==> config.mk <==
export PLATFORM = sky130hd
export DESIGN_NAME = usdp_port
export DESIGN_NICKNAME = d
export VERILOG_FILES = /design/src/design/usdp_pkg.sv /design/src/design/usdp_chan_if.sv /design/src/design/usdp_fifo.sv /design/src/design/usdp_hold.sv /design/src/design/usdp_port.sv
export VERILOG_INCLUDE_DIRS = /design/src /design/src/design
export SDC_FILE = /design/constraint.sdc
export NUM_CORES = 1
export LEC_CHECK = 0
export ABC_AREA = 0
export BUFFER_PORTS_ARGS = -buffer_cell sky130_fd_sc_hd__buf_2
export CELL_PAD_IN_SITES_DETAIL_PLACEMENT = 1
export CELL_PAD_IN_SITES_GLOBAL_PLACEMENT = 1
export CORE_MARGIN = 8
export CORE_UTILIZATION = 46
export CTS_BUF_LIST = sky130_fd_sc_hd__clkbuf_16
export CTS_CLUSTER_SIZE = 40
export DETAILED_ROUTE_END_ITERATION = 10
export PLACE_DENSITY_LB_ADDON = 0.15
export REMOVE_ABC_BUFFERS = 1
export SKIP_LAST_GASP = 1
export SYNTH_ARGS = -nofsm -noshare
export SYNTH_HDL_FRONTEND = slang
export SYNTH_SLANG_ARGS = --single-unit
==> constraint.sdc <==
create_clock -name mclk_i -period 2.78 [get_ports mclk_i]
set_input_delay 0.278 -clock mclk_i [delete_from_list [all_inputs] [get_ports mclk_i]]
set_output_delay 0.278 -clock mclk_i [all_outputs]
set_load 0.01 [all_outputs]
==> src/design/usdp_consts.svh <==
// offsets, field positions, reset values and sizes of the shadow data port
`ifndef USDP_CONSTS_SVH
`define USDP_CONSTS_SVH

// sixteen aliased shadow locations, one aligned word each
`define USDP_SHADOW_FIRST   32'h5000_1030
`define USDP_SHADOW_3       32'h5000_103c
`define USDP_SHADOW_4       32'h5000_1040
`define USDP_SHADOW_LAST    32'h5000_106c

// control and status words placed just above the shadow block
`define USDP_CTRL_OFS       32'h5000_1070
`define USDP_STAT_OFS       32'h5000_1074

// control field positions
`define USDP_CTRL_FIFO_EN   0
`define USDP_CTRL_IR_MODE   1

// status field positions
`define USDP_STAT_RX_AVAIL  0
`define USDP_STAT_OVERRUN   1
`define USDP_STAT_RX_FULL   2
`define USDP_STAT_TX_FULL   3
`define USDP_STAT_TX_EMPTY  5

// reset values
`define USDP_CTRL_RESET     2'h0
`define USDP_DATA_RESET     8'h00

// fifo sizing
`define USDP_PTR_W          4
`define USDP_FIFO_DEPTH     5'h10

`endif

==> src/design/usdp_pkg.sv <==
// types shared by the shadow data port modules
package usdp_pkg;

    typedef logic [7:0] usdp_char_t;        // one character

    typedef enum logic {
        BUS_IDLE,                           // waiting for a request
        BUS_ANSWER                          // answer presented, waitrequest low
    } usdp_bus_state_t;

endpackage : usdp_pkg

==> src/design/usdp_chan_if.sv <==
// character store handshake between the port logic and its stores
`timescale 1ns/1ns
interface usdp_chan_if;
    logic               push;   // write a character
    logic               pop;    // drop the head character
    logic               flush;  // empty the store
    usdp_pkg::usdp_char_t wdata; // character to write
    usdp_pkg::usdp_char_t rdata; // head character
    logic               full;   // no room left
    logic               empty;  // nothing stored

    modport store (input push, pop, flush, wdata, output rdata, full, empty);
    modport user  (output push, pop, flush, wdata, input rdata, full, empty);
endinterface : usdp_chan_if

==> src/design/usdp_fifo.sv <==
// sixteen-deep character fifo; a push to a full store is dropped unless a pop frees a slot that cycle
`timescale 1ns/1ns
`include "usdp_consts.svh"
module usdp_fifo (
    input  wire logic   mclk_i,     // system clock
    input  wire logic   reset_n_i,  // async reset, active low
    usdp_chan_if.store  ch          // store side of the channel
);
    usdp_pkg::usdp_char_t          mem [16];  // character array
    logic [`USDP_PTR_W-1:0]        wr_ptr_r;  // next free slot
    logic [`USDP_PTR_W-1:0]        rd_ptr_r;  // head slot
    logic [`USDP_PTR_W:0]          count_r;   // characters held
    logic                          do_pop;    // pop accepted
    logic                          do_push;   // push accepted

    // a push while full is still taken when a pop frees a slot that cycle
    assign do_pop   = ch.pop & ~ch.empty;
    assign do_push  = ch.push & (~ch.full | do_pop);
    assign ch.full  = (count_r == `USDP_FIFO_DEPTH);
    assign ch.empty = (count_r == '0);
    assign ch.rdata = mem[rd_ptr_r];

    // storage needs no reset; only the pointers define content
    always_ff @(posedge mclk_i) begin
        if (do_push) begin
            mem[wr_ptr_r] <= ch.wdata;
        end
    end

    // pointers and occupancy
    always_ff @(posedge mclk_i or negedge reset_n_i) begin
        if (!reset_n_i) begin
            wr_ptr_r <= '0;
            rd_ptr_r <= '0;
            count_r  <= '0;
        end else if (ch.flush) begin
            wr_ptr_r <= '0;
            rd_ptr_r <= '0;
            count_r  <= '0;
        end else begin
            if (do_push) begin
                wr_ptr_r <= wr_ptr_r + 1'b1;
            end
            if (do_pop) begin
                rd_ptr_r <= rd_ptr_r + 1'b1;
            end
            count_r <= count_r + {4'h0, do_push} - {4'h0, do_pop};
        end
    end
endmodule : usdp_fifo

==> src/design/usdp_hold.sv <==
// single character holding register; a push always overwrites
`timescale 1ns/1ns
`include "usdp_consts.svh"
module usdp_hold (
    input  wire logic   mclk_i,     // system clock
    input  wire logic   reset_n_i,  // async reset, active low
    usdp_chan_if.store  ch          // store side of the channel
);
    usdp_pkg::usdp_char_t data_r;   // held character
    logic                 valid_r;  // character present

    assign ch.rdata = data_r;
    assign ch.full  = valid_r;
    assign ch.empty = ~valid_r;

    // push beats pop in the same cycle so a fresh character is never lost
    always_ff @(posedge mclk_i or negedge reset_n_i) begin
        if (!reset_n_i) begin
            data_r  <= `USDP_DATA_RESET;
            valid_r <= 1'b0;
        end else if (ch.flush) begin
            valid_r <= 1'b0;
        end else begin
            if (ch.push) begin
                data_r <= ch.wdata;
            end
            valid_r <= ch.push | (valid_r & ~ch.pop);
        end
    end
endmodule : usdp_hold

==> src/design/usdp_port.sv <==
// shadow receive/transmit data port with avalon-mm register access
`timescale 1ns/1ns
`include "usdp_consts.svh"
module usdp_port (
    input  wire logic        mclk_i,            // 10 mhz system clock
    input  wire logic        reset_n_i,         // async reset, active low
    input  wire logic [31:0] avs_address_i,     // byte address
    input  wire logic        avs_read_i,        // read request
    input  wire logic        avs_write_i,       // write request
    input  wire logic [31:0] avs_writedata_i,   // write data
    input  wire logic [3:0]  avs_byteenable_i,  // byte lanes
    output logic      [31:0] avs_readdata_o,    // read data
    output logic             avs_waitrequest_o, // high until answered
    input  wire logic [7:0]  sin_char_i,        // char from serial receiver
    input  wire logic        sin_char_valid_i,  // serial char strobe
    input  wire logic [7:0]  sir_char_i,        // char from infrared receiver
    input  wire logic        sir_char_valid_i,  // infrared char strobe
    input  wire logic        tx_busy_i,         // serialiser busy
    output logic      [7:0]  tx_char_o,         // char to serialise
    output logic             tx_start_o,        // one-cycle start pulse
    output logic             tx_ir_sel_o        // send on infrared output
);

    // register and bus state
    usdp_pkg::usdp_bus_state_t bus_state_r;     // bus answer sequencer
    logic                   waitrequest_r;      // registered waitrequest
    logic [31:0]            readdata_r;         // registered read data
    logic                   pop_ok_r;           // head was valid when sampled
    logic                   fifo_en_r;          // fifo enable control bit
    logic                   ir_mode_r;          // infrared mode control bit
    logic                   overrun_r;          // sticky overrun flag
    usdp_pkg::usdp_char_t   tx_char_r;          // char given to serialiser
    logic                   tx_start_r;         // start pulse register

    // decoded bus events
    logic                   accept;             // request completes this edge
    logic                   acc_rd_shadow;      // accepted shadow read
    logic                   acc_wr_shadow;      // accepted shadow write
    logic                   acc_wr_ctrl;        // accepted control write
    logic                   acc_rd_stat;        // accepted status read
    logic                   flush;              // fifo mode change flush

    // receive path
    logic                   rx_stb;             // char arrives this cycle
    usdp_pkg::usdp_char_t   rx_char;            // arriving char
    usdp_pkg::usdp_char_t   rx_head;            // char a read returns
    logic                   rx_empty;           // nothing to read
    logic                   rx_full;            // store has no room
    logic                   rx_pop;             // read consumes head
    logic                   overrun_set;        // overrun event

    // transmit path
    usdp_pkg::usdp_char_t   tx_head;            // next char to send
    logic                   tx_empty;           // holding empty flag
    logic                   tx_full;            // transmit store full
    logic                   tx_pop;             // char handed to serialiser

    // character stores; the mode bit picks which pair is live
    usdp_chan_if rx_fifo_ch ();
    usdp_chan_if rx_hold_ch ();
    usdp_chan_if tx_fifo_ch ();
    usdp_chan_if tx_hold_ch ();

    // shadow window decode, used by both read and write paths
    function automatic logic is_shadow(input logic [31:0] addr);
        is_shadow = (addr >= `USDP_SHADOW_FIRST) && (addr <= `USDP_SHADOW_LAST)
                    && (addr[1:0] == 2'h0);
    endfunction : is_shadow

    // read data for any address; unmapped words answer zero
    function automatic logic [31:0] read_word(
        input logic [31:0]          addr,
        input usdp_pkg::usdp_char_t head,
        input logic [7:0]           stat,
        input logic [1:0]           ctrl
    );
        read_word = 32'h0000_0000;
        if (is_shadow(addr)) begin
            read_word = {24'h00_0000, head};
        end else if (addr == `USDP_CTRL_OFS) begin
            read_word = {30'h0000_0000, ctrl};
        end else if (addr == `USDP_STAT_OFS) begin
            read_word = {24'h00_0000, stat};
        end
    endfunction : read_word

    // status byte built from the live flags
    logic [7:0] stat_byte;                      // status word low byte
    always_comb begin
        stat_byte = 8'h00;
        stat_byte[`USDP_STAT_RX_AVAIL] = ~rx_empty;
        stat_byte[`USDP_STAT_OVERRUN]  = overrun_r;
        stat_byte[`USDP_STAT_RX_FULL]  = rx_full;
        stat_byte[`USDP_STAT_TX_FULL]  = tx_full;
        stat_byte[`USDP_STAT_TX_EMPTY] = tx_empty;
    end

    // ------------------------------------------------------------------
    // bus slave
    // ------------------------------------------------------------------

    // a request completes on the edge where waitrequest is already low
    assign accept        = (avs_read_i | avs_write_i) & (bus_state_r == usdp_pkg::BUS_ANSWER);
    assign acc_rd_shadow = accept & avs_read_i & is_shadow(avs_address_i);
    assign acc_wr_shadow = accept & avs_write_i & avs_byteenable_i[0]
                           & is_shadow(avs_address_i);
    assign acc_wr_ctrl   = accept & avs_write_i & avs_byteenable_i[0]
                           & (avs_address_i == `USDP_CTRL_OFS);
    assign acc_rd_stat   = accept & avs_read_i & (avs_address_i == `USDP_STAT_OFS);

    // changing the fifo enable empties every store, as the two modes
    // hold characters in different places
    assign flush = acc_wr_ctrl & (avs_writedata_i[`USDP_CTRL_FIFO_EN] != fifo_en_r);

    // two-state sequencer: sample the request, then answer for one cycle;
    // read data is captured when sampled so it stands at the accept edge
    always_ff @(posedge mclk_i or negedge reset_n_i) begin
        if (!reset_n_i) begin
            bus_state_r   <= usdp_pkg::BUS_IDLE;
            waitrequest_r <= 1'b1;
            readdata_r    <= 32'h0000_0000;
            pop_ok_r      <= 1'b0;
        end else begin
            unique case (bus_state_r)
                usdp_pkg::BUS_IDLE: begin
                    if (avs_read_i | avs_write_i) begin
                        bus_state_r   <= usdp_pkg::BUS_ANSWER;
                        waitrequest_r <= 1'b0;
                        pop_ok_r      <= ~rx_empty;
                        if (avs_read_i) begin
                            readdata_r <= read_word(avs_address_i, rx_head, stat_byte,
                                                    {ir_mode_r, fifo_en_r});
                        end
                    end
                end
                usdp_pkg::BUS_ANSWER: begin
                    // master releases after the accept edge
                    bus_state_r   <= usdp_pkg::BUS_IDLE;
                    waitrequest_r <= 1'b1;
                end
            endcase
        end
    end

    // control word: fifo enable and infrared mode
    always_ff @(posedge mclk_i or negedge reset_n_i) begin
        if (!reset_n_i) begin
            {ir_mode_r, fifo_en_r} <= `USDP_CTRL_RESET;
        end else if (acc_wr_ctrl) begin
            fifo_en_r <= avs_writedata_i[`USDP_CTRL_FIFO_EN];
            ir_mode_r <= avs_writedata_i[`USDP_CTRL_IR_MODE];
        end
    end

    // ------------------------------------------------------------------
    // receive path
    // ------------------------------------------------------------------

    // receivers sit on this clock, so their strobes need no synchroniser
    assign rx_stb  = ir_mode_r ? sir_char_valid_i : sin_char_valid_i;
    assign rx_char = ir_mode_r ? sir_char_i : sin_char_i;

    // head, empty and full follow the live store
    assign rx_head  = fifo_en_r ? rx_fifo_ch.rdata : rx_hold_ch.rdata;
    assign rx_empty = fifo_en_r ? rx_fifo_ch.empty : rx_hold_ch.empty;
    assign rx_full  = fifo_en_r ? rx_fifo_ch.full  : rx_hold_ch.full;

    // only a read that saw a valid head consumes it; a char landing in
    // between belongs to the next read
    assign rx_pop = acc_rd_shadow & pop_ok_r;

    // no fifo: the holding register takes every char and the old one is
    // lost; fifo: the store refuses a push when full and unread
    assign rx_hold_ch.push  = rx_stb & ~fifo_en_r;
    assign rx_hold_ch.pop   = rx_pop & ~fifo_en_r;
    assign rx_hold_ch.flush = flush;
    assign rx_hold_ch.wdata = rx_char;
    assign rx_fifo_ch.push  = rx_stb & fifo_en_r;
    assign rx_fifo_ch.pop   = rx_pop & fifo_en_r;
    assign rx_fifo_ch.flush = flush;
    assign rx_fifo_ch.wdata = rx_char;

    // overrun: a char arrives while the store is full and not read now
    assign overrun_set = rx_stb & rx_full & ~rx_pop;

    // sticky overrun, cleared by a status read; a new event wins
    always_ff @(posedge mclk_i or negedge reset_n_i) begin
        if (!reset_n_i) begin
            overrun_r <= 1'b0;
        end else if (overrun_set) begin
            overrun_r <= 1'b1;
        end else if (acc_rd_stat) begin
            overrun_r <= 1'b0;
        end
    end

    // ------------------------------------------------------------------
    // transmit path
    // ------------------------------------------------------------------

    // only the low byte is kept; upper write data is dropped
    assign tx_hold_ch.wdata = avs_writedata_i[7:0];
    assign tx_fifo_ch.wdata = avs_writedata_i[7:0];
    assign tx_hold_ch.push  = acc_wr_shadow & ~fifo_en_r;
    assign tx_fifo_ch.push  = acc_wr_shadow & fifo_en_r;
    assign tx_hold_ch.pop   = tx_pop & ~fifo_en_r;
    assign tx_fifo_ch.pop   = tx_pop & fifo_en_r;
    assign tx_hold_ch.flush = flush;
    assign tx_fifo_ch.flush = flush;

    // holding empty is the emptiness of whichever store is live
    assign tx_head  = fifo_en_r ? tx_fifo_ch.rdata : tx_hold_ch.rdata;
    assign tx_empty = fifo_en_r ? tx_fifo_ch.empty : tx_hold_ch.empty;
    assign tx_full  = fifo_en_r ? tx_fifo_ch.full  : tx_hold_ch.full;

    // hand the head over when the serialiser is idle; the gap after a
    // start lets the serialiser raise busy before the next is offered
    assign tx_pop = ~tx_busy_i & ~tx_start_r & ~tx_empty;

    // start pulse and character to the serialiser
    always_ff @(posedge mclk_i or negedge reset_n_i) begin
        if (!reset_n_i) begin
            tx_start_r <= 1'b0;
            tx_char_r  <= `USDP_DATA_RESET;
        end else begin
            tx_start_r <= tx_pop;
            if (tx_pop) begin
                tx_char_r <= tx_head;
            end
        end
    end

    // ------------------------------------------------------------------
    // stores
    // ------------------------------------------------------------------

    // receive and transmit fifos, sixteen deep each
    usdp_fifo u_rx_fifo (
        .mclk_i    (mclk_i),
        .reset_n_i (reset_n_i),
        .ch        (rx_fifo_ch)
    );

    usdp_fifo u_tx_fifo (
        .mclk_i    (mclk_i),
        .reset_n_i (reset_n_i),
        .ch        (tx_fifo_ch)
    );

    // single character holding registers for the fifo-off mode
    usdp_hold u_rx_hold (
        .mclk_i    (mclk_i),
        .reset_n_i (reset_n_i),
        .ch        (rx_hold_ch)
    );

    usdp_hold u_tx_hold (
        .mclk_i    (mclk_i),
        .reset_n_i (reset_n_i),
        .ch        (tx_hold_ch)
    );

    // outputs straight from flops
    assign avs_readdata_o    = readdata_r;
    assign avs_waitrequest_o = waitrequest_r;
    assign tx_char_o         = tx_char_r;
    assign tx_start_o        = tx_start_r;
    assign tx_ir_sel_o       = ir_mode_r;

endmodule : usdp_port

---- After elaboration in Yosys (flattened, before gate mapping) ----
Memories as Yosys holds them, arrays and structs flattened.
Cells that the tools add are included.
word-level totals
  register bits after elaboration ......... 91
  RAM bits ................................ 256
  input port bits ......................... 91
  output and inout port bits .............. 43
  word-level logic and storage cells ...... 133
  memories kept ........................... 2
operators by class
  $add $sub $neg .......................... 8
  magnitude comparators ................... 2
  equality and inequality tests ........... 6
  muxes and demuxes ....................... 33
  bitwise gates (word level) .............. 49
  reductions and logical operators ........ 14
memory list
  memory         depth  bits a word  rd ports  clocked after memory_dff  wr ports  line            source
  u_rx_fifo.mem  16     8            1         0                         1         usdp_fifo.sv:9  usdp_pkg::usdp_char_t mem [16];
  u_tx_fifo.mem  16     8            1         0                         1         usdp_fifo.sv:9
operators by type and width
  operator                                                             number
  equality test 32 x 31 -> 1 bit, second input constant                2
  greater-or-equal comparator 32 x 31 -> 1 bit, second input constant  1
  <= comparator 32 x 31 -> 1 bit, second input constant                1
  two-way mux 4 bit                                                    8
  two-way mux 8 bit                                                    4
  AND 1 bit                                                            28
  adder 4 x 1 -> 4 bit, second input constant                          4
  inverter 1 bit                                                       16
  two-way mux 1 bit                                                    15
  two-way mux 6 bit                                                    2
  adder 5 x 1 -> 5 bit                                                 2
  equality test 5 bit, second input constant                           2
  logical NOT 5 bit                                                    2
  two-way mux 5 bit                                                    2
  nonzero test 2 bit                                                   5
  subtractor 5 x 1 -> 5 bit                                            2
  AND reduction 2 bit                                                  3
  bitwise OR 1 bit                                                     5
  one-hot mux 1 bit (2 select lines)                                   2
  AND reduction 3 bit                                                  1
  logical AND 1 bit                                                    2
  logical NOT 2 bit                                                    1
  != test 2 bit, second input constant                                 1
  != test 1 bit                                                        1

---- Logic depth before layout (Yosys ltp) ----
  depth after elaboration ................. 12
  mapped depth ............................ 16
  depth with buffers taken out ............ 15

---- By module ----
From an unflattened synthesis, not the netlist that was laid out.
second synthesis, totals
  cells, all modules ...................... 893
  area total of the unflattened synthesis .. 14227.4 um2
modules (own cells, without submodules)
  module                  instances  cells each  area each (um2)  seq. area each (um2)
  usdp_fifo at u_tx_fifo  1          332         5876.9           4169.0
  usdp_fifo at u_rx_fifo  1          332         5871.9           4169.0
  usdp_port               1          183         1700.4           576.8
  usdp_hold               2          23          389.1            225.2

---- Least setup slack after synthesis ----
OpenSTA, ideal clock, no wires.
  kind .................................... register to register
  start point ............................. register u_rx_fifo.count_r[3]
  end point ............................... register u_rx_fifo.count_r[4]
  setup time .............................. 0.077 ns
  arrival ................................. 2.803 ns
  required time ........................... 2.703 ns
  slack ................................... -0.100 ns
  cell stages (with the launch flop) ...... 17
  buffers on the path ..................... 1
  period minus slack after synthesis ...... 2.880 ns
  cell sequence ........................... dfrtp_1 -> inv_1 -> ha_1 -> nor4b_1 -> nor4_1 -> o2111a_1 -> nor2_1 -> buf_2 -> inv_1 -> ha_1 -> inv_1 -> fa_1 -> inv_1 -> a21oi_1 -> nor2_1 -> or3_1 -> a21oi_1
between the ends
  word-level cells in the longest chain between the ends .. 8
  elaborated cells on any way between the ends .. 10
  those cells by class .................... add/sub: 2; eq/ne: 1; mux: 1; bitwise: 5; reduce/logical: 1
ends and longest elaborated chain
  what                           line             source
  start: declaration             usdp_fifo.sv:12  logic [`USDP_PTR_W:0] count_r;
  start signal: assignment       usdp_fifo.sv:47  count_r <= count_r + {4'h0, do_push} - {4'h0, do_pop};
  logical NOT 5 bit              usdp_fifo.sv:20  assign ch.empty = (count_r == '0);
  inverter 1 bit                 usdp_fifo.sv:17  assign do_pop = ch.pop & ~ch.empty;
  AND 1 bit                      usdp_fifo.sv:17
  bitwise OR 1 bit               usdp_fifo.sv:18  assign do_push = ch.push & (~ch.full | do_pop);
  AND 1 bit                      usdp_fifo.sv:18
  adder 5 x 1 -> 5 bit           usdp_fifo.sv:47
  subtractor 5 x 1 -> 5 bit (*)  usdp_fifo.sv:47
  two-way mux 5 bit (*)          usdp_fifo.sv:36  end else if (ch.flush) begin
Every way passes the cells marked *; elsewhere a longest branch is shown, timed or not.
A chain may end at the register's enable or synchronous reset.

---- Final worst setup path ----
  start point ............................. register u_rx_fifo.count_r[2]
  end point ............................... register u_rx_fifo.count_r[4]
The elaborated chain is that of the path after synthesis.

==> results by group <==
Synth
  – Ys flop type: edfxtp_1
  – Asr flop ratio synth: 20.7%
  – Share of the yosys chip area belonging to registers: 66.2%
  – Flops & latches, synth: 323
  – Cell count after synthesis: 849
  – Netlist cell types: 69
  – Synthesized area per cell: 16.7 um2
  – Post-Syn Area: 14100 um2
  – Post-synth EDFFs: 256
  – YS warnings: 0

Timing
  – Max_slew headroom: 37.3%
  – Final Hold Vio Count: 0
  – Setup WS post-layout: -5.53 ps
  – Max-slew violations: 0
  – Max frequency: ~360 MHz
  – Slew @ Worst Pin: 939 ps
  – Worst hold slack: 108 ps
  – Fin crit period: 2790 ps
  – Unrepaired setup endpoints after global routing: yes
  – Final setup viols: 1
  – Fin crit share: 100%
  – Clock skew: 20.7 ps

Power
  – Static Leakage: 6.06 nW
  – VDD IR max: 718 uV
  – Power per cell area: 811 nW/um2

Clock tree
  – Worst-path clk slew: 60 ps
  – TritonCTS Sinks: 323
  – CTS tree: done
  – Root buffer selected by CTS: clkbuf_16
  – Number of H-tree levels: 2
  – Max clock buf depth: 3
  – Worst-skew pair later-pin latency: 530 ps
  – Num CTS Buffers: 35

Floorplanning
  – Die height: 191 um
  – CORE AREA: 30400 um2
  – Io pins: 134
  – DIE AREA: about 37000 um2
  – Row count: between 60 and 70
  – Die Wd: 191 um
  – Initial core utilization: between 40% and 50%

GRT
  – Total GRT Usage: between 10% and 20%
  – Initial antenna violation count: 0
  – Vias in the first global route: roughly 9000
  – Final global-route overflow total: 0
  – Largest net degree at the start of global routing: 68
  – Wire length of the first global-routing pass: ~52000 um

Setup path
  – CP required: about 3200 ps
  – Startpoint types: register
  – Critical path type: register to register
  – CP arrival: 3230 ps
  – Critical Path Fanout Max: 2
  – CP Capture Type: register

Run status
  – Violated checks: setup timing
  – Status: complete, but fails checks

Final layout
  – Fin nets: 1118
  – Share of layout cells above drive strength 1: a little over a third
  – Fillers: 2866
  – N_diodes: 0
  – Layout area overhead: 17.9%

Detailed routing
  – Final wirelength: ~34000 um
  – Drt pass-1 iters: 5
  – Via-to-Cell Ratio: 5.60
  – Remaining DRCs: 0
  – Routed vias: 7982
  – Starting DRT DRC Count: 467
  – Post-DRT Antenna Nets: 0
  – Average routed wire per standard cell: 23.6 um

Run
  – Maxcap violations: 0

Placement
  – Routability Congestion: about 0.85
  – Hpwl dp: roughly 24000 um
  – Dpl ws: -156 ps
  – PortBufs: approximately 80

Worst hold path
  – Worst Hold Class: input pin to register
==> flip-flops by register name (all words and copies together) (netlist names), 4 cells and up <==
signal              cells
u_tx_fifo.wr_ptr_r      4
u_rx_fifo.rd_ptr_r      4
u_rx_fifo.wr_ptr_r      4
u_tx_hold.ch.rdata      8
u_tx_fifo.count_r       5
u_tx_fifo.mem         128
u_tx_fifo.rd_ptr_r      4
avs_readdata_o          8
u_rx_hold.ch.rdata      8
u_rx_fifo.mem         128
u_rx_fifo.count_r       5
tx_char_o               8
==> worst max-delay path, cell delays in order (launching register included) <==
cell and delay, ps:
dfrtp_1 400, inv_2 80, ha_4 130, nor4b_4 190, buf_4 170, nand2b_4 130
nor2_2 50, ha_1 290, inv_1 40, ha_2 170, inv_2 60, fa_2 210
inv_2 40, a21oi_2 170, nor2_2 80, or3_4 360, a21oi_2 140
==> final timing paths <==
check / from / end / slack [ps] / cells after the start
setup / recovery: u_rx_fifo.count_r[2]$_DFF_PN0_ / u_rx_fifo.count_r[4]$_DFF_PN0_ / -6 / 16
hold / removal: avs_read_i / bus_state_r$_DFF_PN0_ / 110 / 3
setup reg to reg: u_rx_fifo.count_r[2]$_DFF_PN0_ / u_rx_fifo.count_r[4]$_DFF_PN0_ / -6 / 16
hold reg to reg: avs_readdata_o[1]$_DFFE_PN0P_ / avs_readdata_o[1]$_DFFE_PN0P_ / 490 / 2
max in group asynchronous: reset_n_i / u_rx_fifo.rd_ptr_r[0]$_DFFE_PN0P_ / 1660 / 2
min in group asynchronous: reset_n_i / u_tx_fifo.count_r[3]$_DFF_PN0_ / 440 / 2
==> final cells by class <==
class | count | area, um2 | share of cell area (%)
repair buffers | 163 | 1050 | 6.29
flip-flops and latches | 323 | 9370 | 56.2
multi-input cells | 452 | 4500 | 27.0
clock buffers | 35 | 876 | 5.25
inverters | 28 | 105 | 0.630
clock inverters | 29 | 280 | 1.68
well taps | 396 | 495 | 2.97
==> metrics by stage <==
stage | TNS [ps] | power [W] | utilization [%] | cell area [um2] | cells
floorplan | -80940 | 0.00777 | - | 13800 | 803
global placement | -2.67 | 0.00863 | 50.4 | 15300 | 1356
detailed placement | -156 | 0.00881 | 50.4 | 15300 | 1356
CTS | -122 | 0.0135 | 54.4 | 16500 | 1421
global route | -111 | 0.0141 | 54.8 | 16700 | 1426
finish | -5.53 | 0.0135 | 54.8 | 16700 | 1426
==> repair_timing <==
action / CTS / global route
endpoints found under the hold margin: 66 / 0
gates resized for setup: 4 / 24
setup endpoints to repair: 11 / 19
buffers inserted: 0 / 5
pin swaps: 0 / 9
hold buffers: 1 / 0
==> layout by cell type (no fill, tap or decap), types with 5 or more instances in the layout <==
cell and instances:
clkbuf_16 35, nor3_1 25, edfxtp_1 256, clkinv_2 6, nor2b_1 10, mux2_2 26, nand2_1 31, a21oi_1 19
nor4b_2 11, clkinv_1 9, ha_1 19, nor3_2 9, buf_4 79, o21ai_0 13, xor2_1 5, conb_1 24
xnor2_1 6, buf_2 81, nand4_1 10, nand3_1 10, mux2i_1 38, dfrtp_1 64, inv_1 27, nor2_1 40
mux4_2 69
==> cell usage after synthesis (6+ instances only) <==
cell type  number  area share [%]
dfrtp_1        66              12
nand2_1        31            0.82
o21ai_0        14            0.50
a21oi_1        22            0.78
edfxtp_1      256              54
inv_1          27            0.72
xnor2_1         6            0.37
buf_2          10            0.35
mux2i_1        38             2.7
ha_1           22             1.9
buf_1           7            0.19
mux4_2         69              11
buf_4          29             1.5
nand3_1        10            0.35
nand4_1        10            0.44
nor3_1         26            0.92
clkbuf_1       17            0.45
nor4b_1         9            0.56
nor2b_1        10            0.44
nor2_1         42             1.1
nor3_2          8            0.57
mux2_2         26             2.1
==> power breakdown <==
part / leakage [nW] / switching, W / internal (W)
logic: 2.35 / 0.00149 / 0.00150
registers: 3.14 / 0.000330 / 0.00561
clock network: 0.577 / 0.00190 / 0.00270
total: 6.06 / 0.00372 / 0.00981
==> cell families after synthesis <==
logic type	count (synthesis)	synth area share [%]
and+or+nand+nor	185	7.72
AOI/OAI and AO/OA	75	3.65
xor gates and xnor gates	11	0.681
adders and majority gates	24	2.23
buffers and inverters	97	3.71
muxes	133	15.8
other	1	0.0265
DFF	323	66.2
==> per-layer routing <==
layer / track usage (%) / vias to the layer above / share of wire [%]
met2: 33.0 / 165 / 52
met1: 22.6 / 4180 / 41
met4: 7.13 / 0 / 3.5
li1: - / 3565 / -
met3: 3.03 / 72 / 3.3
met5: 0 / - / 0
(Power assumes the default switching activity.)
